[src/pkg/vrc_pkg.sv]
// Purpose: Constants shared by the voltage ramp control register bank.
// Assumes: 250 MHz system clock, 8-bit register subaddresses.
// Notes:   Times are kept in their own units; cycle counts derive from them.
package vrc_pkg;
    // ----------------------------------------------------------------
    // Register map
    // ----------------------------------------------------------------
    localparam logic [7:0] VRC_ADDR_RAMP = 8'h1A;  // Ramp rate control
    localparam logic [7:0] VRC_ADDR_LDO = 8'h1B;   // Linear regulator code
    localparam logic [7:0] VRC_RAMP_RESET = 8'h06; // Ramp reset value
    localparam logic [5:0] VRC_LDO_RESET = 6'h3D;  // Linear reset code
    localparam logic [7:0] VRC_ZERO = 8'h00;       // Unmapped read value

    // ----------------------------------------------------------------
    // Field positions
    // ----------------------------------------------------------------
    localparam int VRC_TRIG_BIT = 7;               // Transition trigger
    localparam int VRC_BYP_BIT = 6;                // Trigger bypass
    localparam int VRC_RATE_MSB = 2;               // Rate field top bit
    localparam int VRC_LDO_MSB = 5;                // Linear code top bit
    localparam int VRC_CODE_W = 6;                 // Set-point code width
    localparam logic [2:0] VRC_RATE_IMMED = 3'h7;  // No stepping delay
    localparam logic [2:0] VRC_RATE_SLOWEST = 3'h6; // Shift reference

    // ----------------------------------------------------------------
    // Timing
    // ----------------------------------------------------------------
    localparam int VRC_CLK_PERIOD_PS = 4000;       // 250 MHz clock
    localparam int VRC_DWELL_UNIT_PS = 2500000;    // 2.5 us per step
    localparam int VRC_DWELL_UNIT_CYC = VRC_DWELL_UNIT_PS / VRC_CLK_PERIOD_PS;
    localparam int VRC_BLANK_MS = 5;               // Monitor blanking
    localparam int VRC_PS_PER_MS = 1000000000;
    localparam int VRC_BLANK_CYC =
        (VRC_BLANK_MS * (VRC_PS_PER_MS / VRC_CLK_PERIOD_PS));
endpackage : vrc_pkg

[src/hdl/vrc_timer.sv]
// Purpose: One-shot down counter used for step dwell and monitor blanking.
// Assumes: load_cnt is at least one.
// Notes:   busy_r stands for load_cnt cycles; tick_r pulses at the end.
`timescale 1ns/1ps
module vrc_timer #(
    parameter int CNT_W = 16
) (
    // Clock and reset
    input wire logic clk_sys,
    input wire logic rst_n,
    // Control
    input wire logic load,
    input wire logic [CNT_W-1:0] load_cnt,
    // Status
    output logic busy_r,
    output logic tick_r
);
    // ----------------------------------------------------------------
    // Counter
    // ----------------------------------------------------------------
    logic [CNT_W-1:0] cnt_r; // Cycles left minus one
    wire logic at_end = busy_r && (cnt_r == '0);

    // Load restarts the count; otherwise count down every cycle, idle or busy, holding only at the end
    always_ff @(posedge clk_sys or negedge rst_n) begin
        if (!rst_n) begin
            cnt_r <= '0;
            busy_r <= 1'b0;
            tick_r <= 1'b0;
        end else if (load) begin
            cnt_r <= load_cnt - 1'b1;
            busy_r <= 1'b1;
            tick_r <= 1'b0;
        end else begin
            cnt_r <= at_end ? cnt_r : cnt_r - 1'b1;
            busy_r <= busy_r && !at_end;
            tick_r <= at_end;
        end
    end
endmodule : vrc_timer

[src/hdl/vrc_ramp_ctrl.sv]
// Purpose: Ramp rate control and linear regulator code registers.
// Assumes: Register port and set-point inputs are on clk_sys.
// Notes:   Present buck codes move one code per dwell toward the targets; at rate 7 they jump to them in one step.
`timescale 1ns/1ps
module vrc_ramp_ctrl
    import vrc_pkg::*;
#(
    parameter int DWELL_UNIT = vrc_pkg::VRC_DWELL_UNIT_CYC,
    parameter int BLANK_CYC = vrc_pkg::VRC_BLANK_CYC,
    parameter logic [vrc_pkg::VRC_CODE_W-1:0] BUCK_RESET_CODE = '0
) (
    // Clock and reset
    input wire logic clk_sys,
    input wire logic rst_n,
    // Register port
    input wire logic reg_wr,
    input wire logic reg_rd,
    input wire logic [7:0] reg_addr,
    input wire logic [7:0] reg_wdata,
    output logic [7:0] reg_rdata_r,
    // Password state
    input wire logic unlock_ok,
    // Stored buck set-points and their update strobes
    input wire logic [vrc_pkg::VRC_CODE_W-1:0] core_buck_one_sp,
    input wire logic [vrc_pkg::VRC_CODE_W-1:0] core_buck_two_sp,
    input wire logic core_buck_one_upd,
    input wire logic core_buck_two_upd,
    // Regulator outputs
    output logic [vrc_pkg::VRC_CODE_W-1:0] core_buck_one_code_r,
    output logic [vrc_pkg::VRC_CODE_W-1:0] core_buck_two_code_r,
    output logic ramp_busy_r,
    output logic [vrc_pkg::VRC_CODE_W-1:0] linear_reg_code_r,
    output logic monitor_blank_r,
    output logic ldo_wr_reject_r
);
    import vrc_pkg::*;

    localparam int DWELL_W = 24; // Holds 64 dwell units
    localparam int BLANK_W = 24; // Holds the blanking count

    // ----------------------------------------------------------------
    // Helpers
    // ----------------------------------------------------------------
    // One code toward the target, or hold when equal
    function automatic logic [VRC_CODE_W-1:0] step_toward(
        input logic [VRC_CODE_W-1:0] cur,
        input logic [VRC_CODE_W-1:0] tgt
    );
        if (cur < tgt) begin
            step_toward = cur + 1'b1;
        end else if (cur > tgt) begin
            step_toward = cur - 1'b1;
        end else begin
            step_toward = cur;
        end
    endfunction : step_toward

    // Dwell per step: unit doubled for each code below the fastest
    function automatic logic [DWELL_W-1:0] dwell_of(input logic [2:0] rate);
        logic [2:0] sh;
        sh = VRC_RATE_SLOWEST - rate;
        dwell_of = DWELL_W'(DWELL_UNIT) << sh;
    endfunction : dwell_of

    // ----------------------------------------------------------------
    // State
    // ----------------------------------------------------------------
    logic trig_r;                       // Transition trigger bit
    logic bypass_r;                     // Trigger bypass bit
    logic [2:0] rate_r;                 // Ramp rate code
    logic [VRC_CODE_W-1:0] tgt_one_r;   // Latched target, buck one
    logic [VRC_CODE_W-1:0] tgt_two_r;   // Latched target, buck two
    logic dwell_tick;                   // End of one dwell
    logic blank_busy;                   // Blanking timer running

    // ----------------------------------------------------------------
    // Decode
    // ----------------------------------------------------------------
    wire logic wr_ramp = reg_wr && (reg_addr == VRC_ADDR_RAMP);
    wire logic wr_ldo = reg_wr && (reg_addr == VRC_ADDR_LDO);
    wire logic go_wr = wr_ramp && reg_wdata[VRC_TRIG_BIT];
    wire logic ldo_ok = wr_ldo && unlock_ok;
    wire logic sp_upd = core_buck_one_upd || core_buck_two_upd;
    wire logic byp_start = bypass_r && sp_upd;
    wire logic start = go_wr || byp_start;
    wire logic immed = (rate_r == VRC_RATE_IMMED);
    wire logic at_tgt = (core_buck_one_code_r == tgt_one_r) &&
                        (core_buck_two_code_r == tgt_two_r);
    wire logic done = ramp_busy_r && at_tgt && !start;
    wire logic do_step = ramp_busy_r && !start && (immed || dwell_tick);
    wire logic dwell_load = start || (do_step && !immed);
    // A trigger write that also sets the rate must dwell at the new rate
    wire logic [2:0] rate_now = wr_ramp ? reg_wdata[VRC_RATE_MSB:0] : rate_r;
    wire logic [DWELL_W-1:0] dwell_cnt = dwell_of(rate_now);
    wire logic [7:0] ramp_view = {trig_r, bypass_r, 3'b000, rate_r};
    wire logic [7:0] ldo_view = {2'b00, linear_reg_code_r};
    wire logic [7:0] rd_mux = (reg_addr == VRC_ADDR_RAMP) ? ramp_view :
                              (reg_addr == VRC_ADDR_LDO) ? ldo_view :
                              VRC_ZERO;

    // ----------------------------------------------------------------
    // Ramp rate control register
    // ----------------------------------------------------------------
    // Trigger set by write of one, cleared at completion; set wins
    always_ff @(posedge clk_sys or negedge rst_n) begin
        if (!rst_n) begin
            trig_r <= VRC_RAMP_RESET[VRC_TRIG_BIT];
            bypass_r <= VRC_RAMP_RESET[VRC_BYP_BIT];
            rate_r <= VRC_RAMP_RESET[VRC_RATE_MSB:0];
        end else begin
            trig_r <= go_wr || (trig_r && !done);
            bypass_r <= wr_ramp ? reg_wdata[VRC_BYP_BIT] : bypass_r;
            rate_r <= wr_ramp ? reg_wdata[VRC_RATE_MSB:0] : rate_r;
        end
    end

    // ----------------------------------------------------------------
    // Buck stepping (only the two core bucks are rate limited)
    // ----------------------------------------------------------------
    // Latch targets at start, step each dwell (jump at rate 7), finish when both match
    always_ff @(posedge clk_sys or negedge rst_n) begin
        if (!rst_n) begin
            tgt_one_r <= BUCK_RESET_CODE;
            tgt_two_r <= BUCK_RESET_CODE;
            core_buck_one_code_r <= BUCK_RESET_CODE;
            core_buck_two_code_r <= BUCK_RESET_CODE;
            ramp_busy_r <= 1'b0;
        end else begin
            if (start) begin
                tgt_one_r <= core_buck_one_sp;
                tgt_two_r <= core_buck_two_sp;
            end
            if (do_step && immed) begin
                core_buck_one_code_r <= tgt_one_r;
                core_buck_two_code_r <= tgt_two_r;
            end else if (do_step) begin
                core_buck_one_code_r <=
                    step_toward(core_buck_one_code_r, tgt_one_r);
                core_buck_two_code_r <=
                    step_toward(core_buck_two_code_r, tgt_two_r);
            end
            ramp_busy_r <= start || (ramp_busy_r && !done);
        end
    end

    // Dwell timer between code steps
    vrc_timer #(
        .CNT_W(DWELL_W)
    ) u_dwell (
        .clk_sys(clk_sys),
        .rst_n(rst_n),
        .load(dwell_load),
        .load_cnt(dwell_cnt),
        .busy_r(),
        .tick_r(dwell_tick)
    );

    // ----------------------------------------------------------------
    // Linear regulator code register
    // ----------------------------------------------------------------
    // Accept only unlocked writes; flag refused ones for one cycle
    always_ff @(posedge clk_sys or negedge rst_n) begin
        if (!rst_n) begin
            linear_reg_code_r <= VRC_LDO_RESET;
            ldo_wr_reject_r <= 1'b0;
        end else begin
            // Full six-bit range is passed on unchanged
            linear_reg_code_r <= ldo_ok ?
                reg_wdata[VRC_LDO_MSB:0] : linear_reg_code_r;
            ldo_wr_reject_r <= wr_ldo && !unlock_ok;
        end
    end

    // Monitor blanking after each accepted write
    vrc_timer #(
        .CNT_W(BLANK_W)
    ) u_blank (
        .clk_sys(clk_sys),
        .rst_n(rst_n),
        .load(ldo_ok),
        .load_cnt(BLANK_W'(BLANK_CYC)),
        .busy_r(blank_busy),
        .tick_r()
    );

    // ----------------------------------------------------------------
    // Outputs
    // ----------------------------------------------------------------
    // Blank flag follows the timer; read data registered
    always_ff @(posedge clk_sys or negedge rst_n) begin
        if (!rst_n) begin
            monitor_blank_r <= 1'b0;
            reg_rdata_r <= VRC_ZERO;
        end else begin
            monitor_blank_r <= blank_busy || ldo_ok;
            reg_rdata_r <= reg_rd ? rd_mux : reg_rdata_r;
        end
    end
endmodule : vrc_ramp_ctrl

[config.mk]
export PLATFORM = sky130hd
export DESIGN_NAME = vrc_ramp_ctrl
export DESIGN_NICKNAME = d
export VERILOG_FILES = /design/src/pkg/vrc_pkg.sv /design/src/hdl/vrc_timer.sv /design/src/hdl/vrc_ramp_ctrl.sv
export SDC_FILE = /design/constraint.sdc
export NUM_CORES = 1
export LEC_CHECK = 0
export CAP_MARGIN = 30
export CORE_AREA = 4 4 183 96
export DETAILED_ROUTE_END_ITERATION = 10
export DIE_AREA = 0 0 187 100
export DONT_BUFFER_PORTS = 1
export GPL_TIMING_DRIVEN = 0
export HOLD_SLACK_MARGIN = 0.05
export PLACE_DENSITY_LB_ADDON = 0.1
export REMOVE_ABC_BUFFERS = 1
export SYNTH_ARGS = -nofsm -noshare
export SYNTH_HDL_FRONTEND = slang
export SYNTH_SLANG_ARGS = --single-unit
[constraint.sdc]
create_clock -name clk_sys -period 5.6 [get_ports clk_sys]
set_clock_uncertainty 0.15 [all_clocks]
set_input_delay 0.28 -clock clk_sys [delete_from_list [all_inputs] [get_ports clk_sys]]
set_output_delay 0.28 -clock clk_sys [all_outputs]
set_load 0.03 [all_outputs]
[Yosys cells after proc, flatten, opt, wreduce, memory -nomap -nowiden]
Index checks and enable logic that the tools add are counted.
Word-level totals
  flip-flop bits (word level): 97
  bits of input ports: 35
  output and inout bits: 29
Operators by class
  add/sub/neg operators: 8
  $lt $le $gt $ge: 4
  equal/unequal tests: 7
  shifts and indexed selects: 1
  mux-type cells: 18
  reduce and logical (&&, ||, !) cells: 39
Operator list (count)
  24-bit two-way mux: 4
  24-bit by 1-bit subtractor with 24-bit output (second input constant): 3
  6-bit two-way mux: 9
  24-bit logical NOT: 2
  10-bit by 3-bit << shifter with 24-bit output (first input constant): 1
  1-bit logical AND: 19
  8-bit by 5-bit == test with 1-bit output (second input constant): 2
  6-bit by 1-bit adder with 6-bit output (second input constant): 2
  6-bit == test: 2
  6-bit > comparator: 2
  6-bit < comparator: 2
  6-bit by 1-bit subtractor with 6-bit output (second input constant): 2
  8-bit two-way mux: 1
  1-bit logical OR: 7
  1-bit logical NOT: 6
  3-bit nonzero test: 2
  2-bit != test (second input constant): 2
  2-bit AND reduction: 2
  3-bit == test (second input constant): 1
  1-bit two-way mux: 3
  3-bit two-way mux: 1
  3-bit subtractor (first input constant): 1
  2-bit nonzero test: 1

[Longest topological paths before layout]
  depth in word-level cells: 10
  depth in mapped cells: 19

[Modules after synthesis]
Synthesis repeated with hierarchy kept, for this count alone.
Second synthesis, totals
  cells, all modules: 694
  area total of the unflattened synthesis: 6598.8 µm²
Modules (own cells, without submodules)
  vrc_ramp_ctrl: times used 1, cells each 297, area each 2887.8 µm²
  vrc_timer at u_dwell: times used 1, cells each 198, area each 1876.8 µm²
  vrc_timer at u_blank: times used 1, cells each 199, area each 1834.3 µm²

[Worst setup path after synthesis]
OpenSTA, ideal clock, no wires.
  kind: input-to-reg
  from: input reg_addr[6]
  to: register u_dwell.cnt_r[16]
  library setup time: 0.083 ns
  arrival: 4.118 ns
  required time: 5.367 ns
  slack: 1.249 ns
  stages on the path: 18
  buffers on the path: 2
  path through: and4bb_1 > nand3_2 > mux2i_1 > inv_1 > ha_1 > ha_1 > clkbuf_1 > nor3b_1 > a21oi_1 > ha_1 > nor3b_1 > nand2_1 > nor3_1 > a41oi_2 > or2_0 > buf_2 > or4b_1 > o21ai_0
RTL lines
  start: declaration: line vrc_ramp_ctrl.sv:18  | input wire logic [7:0] reg_addr,
  8-bit by 5-bit == test with 1-bit output: line vrc_ramp_ctrl.sv:79  | wire logic wr_ramp = reg_wr && (reg_addr == VRC_ADDR_RAMP);
  1-bit logical AND: line vrc_ramp_ctrl.sv:79
  3-bit two-way mux
  named net rate_now[0]: line vrc_ramp_ctrl.sv:93  | wire logic [2:0] rate_now = wr_ramp ? reg_wdata[VRC_RATE_MSB:0] : rate_r;
  3-bit subtractor: line vrc_ramp_ctrl.sv:61  | sh = VRC_RATE_SLOWEST - rate;
  10-bit by 3-bit << shifter with 24-bit output: line vrc_ramp_ctrl.sv:62  | dwell_of = DWELL_W'(DWELL_UNIT) << sh;
  24-bit by 1-bit subtractor with 24-bit output: line vrc_timer.sv:31  | cnt_r <= load_cnt - 1'b1;
  24-bit two-way mux: line vrc_timer.sv:30  | end else if (load) begin
  end signal: assignment: line vrc_timer.sv:31
  end signal: assignment: line vrc_timer.sv:35  | cnt_r <= at_end ? cnt_r : cnt_r - 1'b1;
  end: declaration: line vrc_timer.sv:21  | logic [CNT_W-1:0] cnt_r;
The timed path passes the listed nets, and every way through them passes these cells.
A chain may end at the register's enable or synchronous reset.

[Worst setup path in the final report]
Same ends and word-level chain as after synthesis.

==> reports/summary.md <==
The flow ran to the end, and the final reports show no timing, DRC or antenna violations. The tools report the startpoint of the worst-slack reg-to-reg timing path as rate_r[1]$_DFF_PN1_. The post-synthesis async set-or-reset flop share came out at 100%. The final total negative setup slack came out at 0 ns. Among all flip-flop cells after synthesis, the most frequent one is dfrtp_1. The tools report the post-layout instance count excluding filler cells as 856. The number of flip-flops and latches in the synthesized netlist is 97. The final layout contains routed wiring with a total length of 15.1 mm. The end of the worst register-to-register path was u_dwell.cnt_r[16]$_DFFE_PN0N_. Walking the worst path, the cells encountered are nand4bb_1 -> nor3_2 -> a21oi_1 -> inv_1 -> ha_1 -> ha_1 -> nor3b_1 -> a21oi_1 -> ha_1 -> nor3b_1 -> nand2_1 -> nor3_1 -> a41oi_2 -> or2_0 -> or4b_1 -> o21ai_0.

Once the clock tree was built, the setup fixing pass inserted 0 buffers. Setup repair after global routing left no endpoint under its margin. The total DRC errors in the routed layout was 0; the total power density per cell area was 465 nW/µm².

Summing every instance area after synthesis gives 5830 µm². The area added between synthesis and finish is 13.1%, and the worst setup slack for register-to-register paths is 0.65 ns. For the total global routing track utilization, the log shows 16.8%. The final-layout worst hold slack was 0.0664 ns; the number of cells on the critical path was 16. Clock-pin transition on the worst setup and hold timing paths: 0.07 ns.

The critical path's largest stage delay was 0.60 ns; the fraction of final layout cells sized beyond drive strength 1 was 9.29%. The tree built by TritonCTS fans out to 97 sinks. The root buffer cell chosen for the clock tree is clkbuf_16. The post-detailed-route via-to-cell ratio is 5.27. Setup violations remaining at the end of the flow were counted as 0. For this run, the top clock speed supported by timing is 0.202 GHz.

The first TritonRoute pass finished after 4 iterations. The routed layout has 4513 vias. The launch point of the critical path was reg_addr[6].

The slowest stage of the critical path belongs to the cell nor3_2. The y dimension of the die works out to 100 µm. The most numerous cell type found on the critical path is ha_1. The total leakage power came out at 2.79 nW. The wire length of the first global-routing pass came out at 24.9 mm. The initial cell density of the core is 36.4%, and the share of the cycle needed by the critical path after routing is 88.6%. The logs give 5.09 ns for the data arrival time of the critical path and 0.345 ns for the post-place setup slack. The logs give 9 for the number of buffers inserted during clock tree synthesis and 0 for the number of warnings issued by yosys. The family with the most delay on the worst path is simple AND/OR/NAND/NOR gates. The final layout net count was 707; the remaining global-route overflow was 0. The floorplan step defined a core boundary enclosing 16000 µm². The min-delay analysis places its worst path in the category in -> reg. After layout, the worst setup slack is 0.640 ns.

For the worst-skew pair, the clock arrives at the later sink with an insertion delay of 0.35 ns. The count of hold-fix buffers inserted at cts came out at 26. The maximum number of pins on one net before global-route repair came out at 98.

TritonCTS built the clock tree. The die covers 18700 µm². Measured against its own limit, the worst slew margin works out to 34.5%. The type of the setup path with the least slack was in -> reg. Once the clock tree was built, the resizer swapped 0 gates to a different size. Averaged over all synthesized cells, the footprint is 9.29 µm².

At the pin with the least slew margin, the transition time is 0.973 ns. After detailed placement, the design holds a cell count of 814. After detailed routing, the average wire length per cell comes to 17.7 µm. Critical path capture point: u_dwell.cnt_r[16]$_DFFE_PN0N_. The share of the core filled with cells in the final layout was 41.2%. The netlist uses 70 different library cells. Max-cap violations in this run came to 0. Number of enable-type register cells in the synthesized netlist: 0. The max-slew violation total from the final report is 0. During placement, the flow inserted port buffers numbering 0. Critical-path maximum fanout: 15. The clock passes through at most 2 buffers.

The data required time at the worst endpoint is 5.73 ns. 0 antenna diodes ended up in the layout. The number of top-level pins is 64. The smallest clock period supported by the final layout is computed as 4.96 ns. The final HPWL from detailed placement was 10.8 mm; the instance count of the mapped netlist was 628. Type of destination of the critical path: a register. The logs give 4442 for the number of global-route vias before repair and 0 for the count of nets left with antenna violations after detail routing. Across the VDD grid, the largest voltage drop is 0.000185 V. The number of hold-slack violations in the final timing report is 0, and the depth of the most critical reg-to-reg path is 16. After the first detailed-routing iteration, the DRC count stood at 267. Number of buffer and inverter stages on the critical path: 1. The portion of the post-synthesis area used by sequential elements was 41.8%; the H-tree level count was 3. The run gives 0 as the number of antenna violations at the first check in global routing. In this run the horizontal extent of the chip is 187 µm. For the total number of placement rows, the log shows 33.

Routability-driven placement finished with a final weighted congestion of 0.796. STA classifies the critical path startpoint as an input pin.
[worst min path at each step]
stage,start,end,slack (ns),cells past startpoint
floorplan,rst_n,bypass_r$_DFFE_PN0N_,-0.17,0
global placement,rst_n,u_blank.cnt_r[21]$_DFFE_PN0P_,-0.16,0
detailed placement,rst_n,u_blank.cnt_r[21]$_DFFE_PN0P_,-0.16,0
CTS,reg_addr[0],reg_rdata_r[1]$_DFFE_PN0P_,0.06,3
global route,reg_addr[0],reg_rdata_r[1]$_DFFE_PN0P_,0.07,3
finish,reg_addr[0],reg_rdata_r[1]$_DFFE_PN0P_,0.07,3
[where the power goes]
| group | switching [mW] | total [mW] | internal, mW |
|---|---|---|---|
| sequential | 0.275 | 1.13 | 0.855 |
| combinational | 0.675 | 1.25 | 0.578 |
| clock | 0.290 | 0.685 | 0.394 |
[logic make-up (layout without fill, tap and decap cells)]
kind of cell / Yosys count / count (layout) / synth area share, %
flops: 97 / 97 / 41.8
mux: 36 / 36 / 6.63
fa+ha+maj: 31 / 31 / 6.91
compound gates: 109 / 109 / 11.8
xor+xnor: 43 / 43 / 6.46
simple gates: 249 / 249 / 22.2
buf+inv: 63 / 81 / 4.27
[Yosys cell counts, types with 7 or more instances]
cell	n	share of area, %
dfrtp_1	90	39
nand2_1	76	4.9
nor2_1	65	4.2
inv_1	39	2.5
a21oi_1	36	3.1
ha_1	29	6.2
xor2_1	25	3.8
o21ai_0	24	2.1
mux2_2	18	3.5
nor3_1	18	1.5
xnor2_1	18	2.7
mux2i_1	17	2.9
clkbuf_1	14	0.90
nand3_1	13	1.1
nand2b_1	9	0.96
a21o_1	7	0.90
buf_2	7	0.60
dfstp_2	7	3.2
nand4_1	7	0.75
nor2b_1	7	0.75
or3_1	7	0.75
[routing by layer]
| metal | vias to the layer above | track usage, % | part of all wire, % |
|---|---|---|---|
| met5 | - | 0 | 0 |
| met4 | 0 | 3.98 | 0.91 |
| met3 | 11 | 5.63 | 7.7 |
| met2 | 95 | 23.0 | 40 |
| met1 | 2207 | 25.4 | 52 |
| li1 | 2200 | - | - |
[sequential cells by signal, summed over array words and instances, names as in the netlist, 3 cells and up]
name / cells
reg_rdata_r: 8
u_blank.cnt_r: 24
linear_reg_code_r: 6
tgt_one_r: 6
core_buck_one_code_r: 6
rate_r: 3
core_buck_two_code_r: 6
tgt_two_r: 6
u_dwell.cnt_r: 24
[worst reg2reg max path, delay by kind of cell, from the launching register on]
kind	cells	cell delay [ns]
and+or+nand+nor	6	1.93
adders and majority gates	3	1.15
AOI/OAI and AO/OA	5	0.92
DFF	1	0.39
buffers and inverters	2	0.33
[cell usage in the layout, fill, tap and decap left out, drive strengths merged, types with 3 or more instances in the layout]
| master | netlist | routed |
|---|---|---|
| clkbuf | 14 | 10 |
| a211oi | 4 | 4 |
| xor2 | 25 | 25 |
| xnor2 | 18 | 18 |
| nor4 | 9 | 9 |
| nor3b | 7 | 7 |
| a22o | 4 | 4 |
| a21oi | 36 | 36 |
| o21ai | 29 | 29 |
| or4 | 6 | 6 |
| mux2 | 18 | 18 |
| o22ai | 4 | 4 |
| nand3 | 14 | 14 |
| nand2b | 9 | 9 |
| inv | 39 | 40 |
| nor3 | 19 | 19 |
| dfstp | 7 | 7 |
| dfrtp | 90 | 90 |
| dlygate4sd3 | 0 | 25 |
| mux2i | 18 | 18 |
| or3 | 7 | 7 |
| nor2b | 7 | 7 |
| nor2 | 65 | 65 |
| nand4 | 7 | 7 |
| a21o | 7 | 7 |
| ha | 29 | 29 |
| nand2 | 76 | 76 |
| and3 | 5 | 5 |
| and2 | 3 | 3 |
[area by class of cell]
cell class	instances	area, µm²
fill	1574	9420
multi-input combinational	468	3150
sequential	97	2440
timing repair buffer	26	278
tap	210	263
clock buffer	10	229
inverter	39	146
clock inverter	6	92.6
[through the flow]
stage | power [mW] | cell area, µm²
6_report | 3.07 | 6600
3_3_place_gp | 2.33 | 5990
5_1_grt | 3.36 | 6600
3_5_place_dp | 2.37 | 6000
2_1_floorplan | 2.11 | 5730
4_1_cts | 3.10 | 6600
Note: power is estimated with default switching activity, not from simulation.
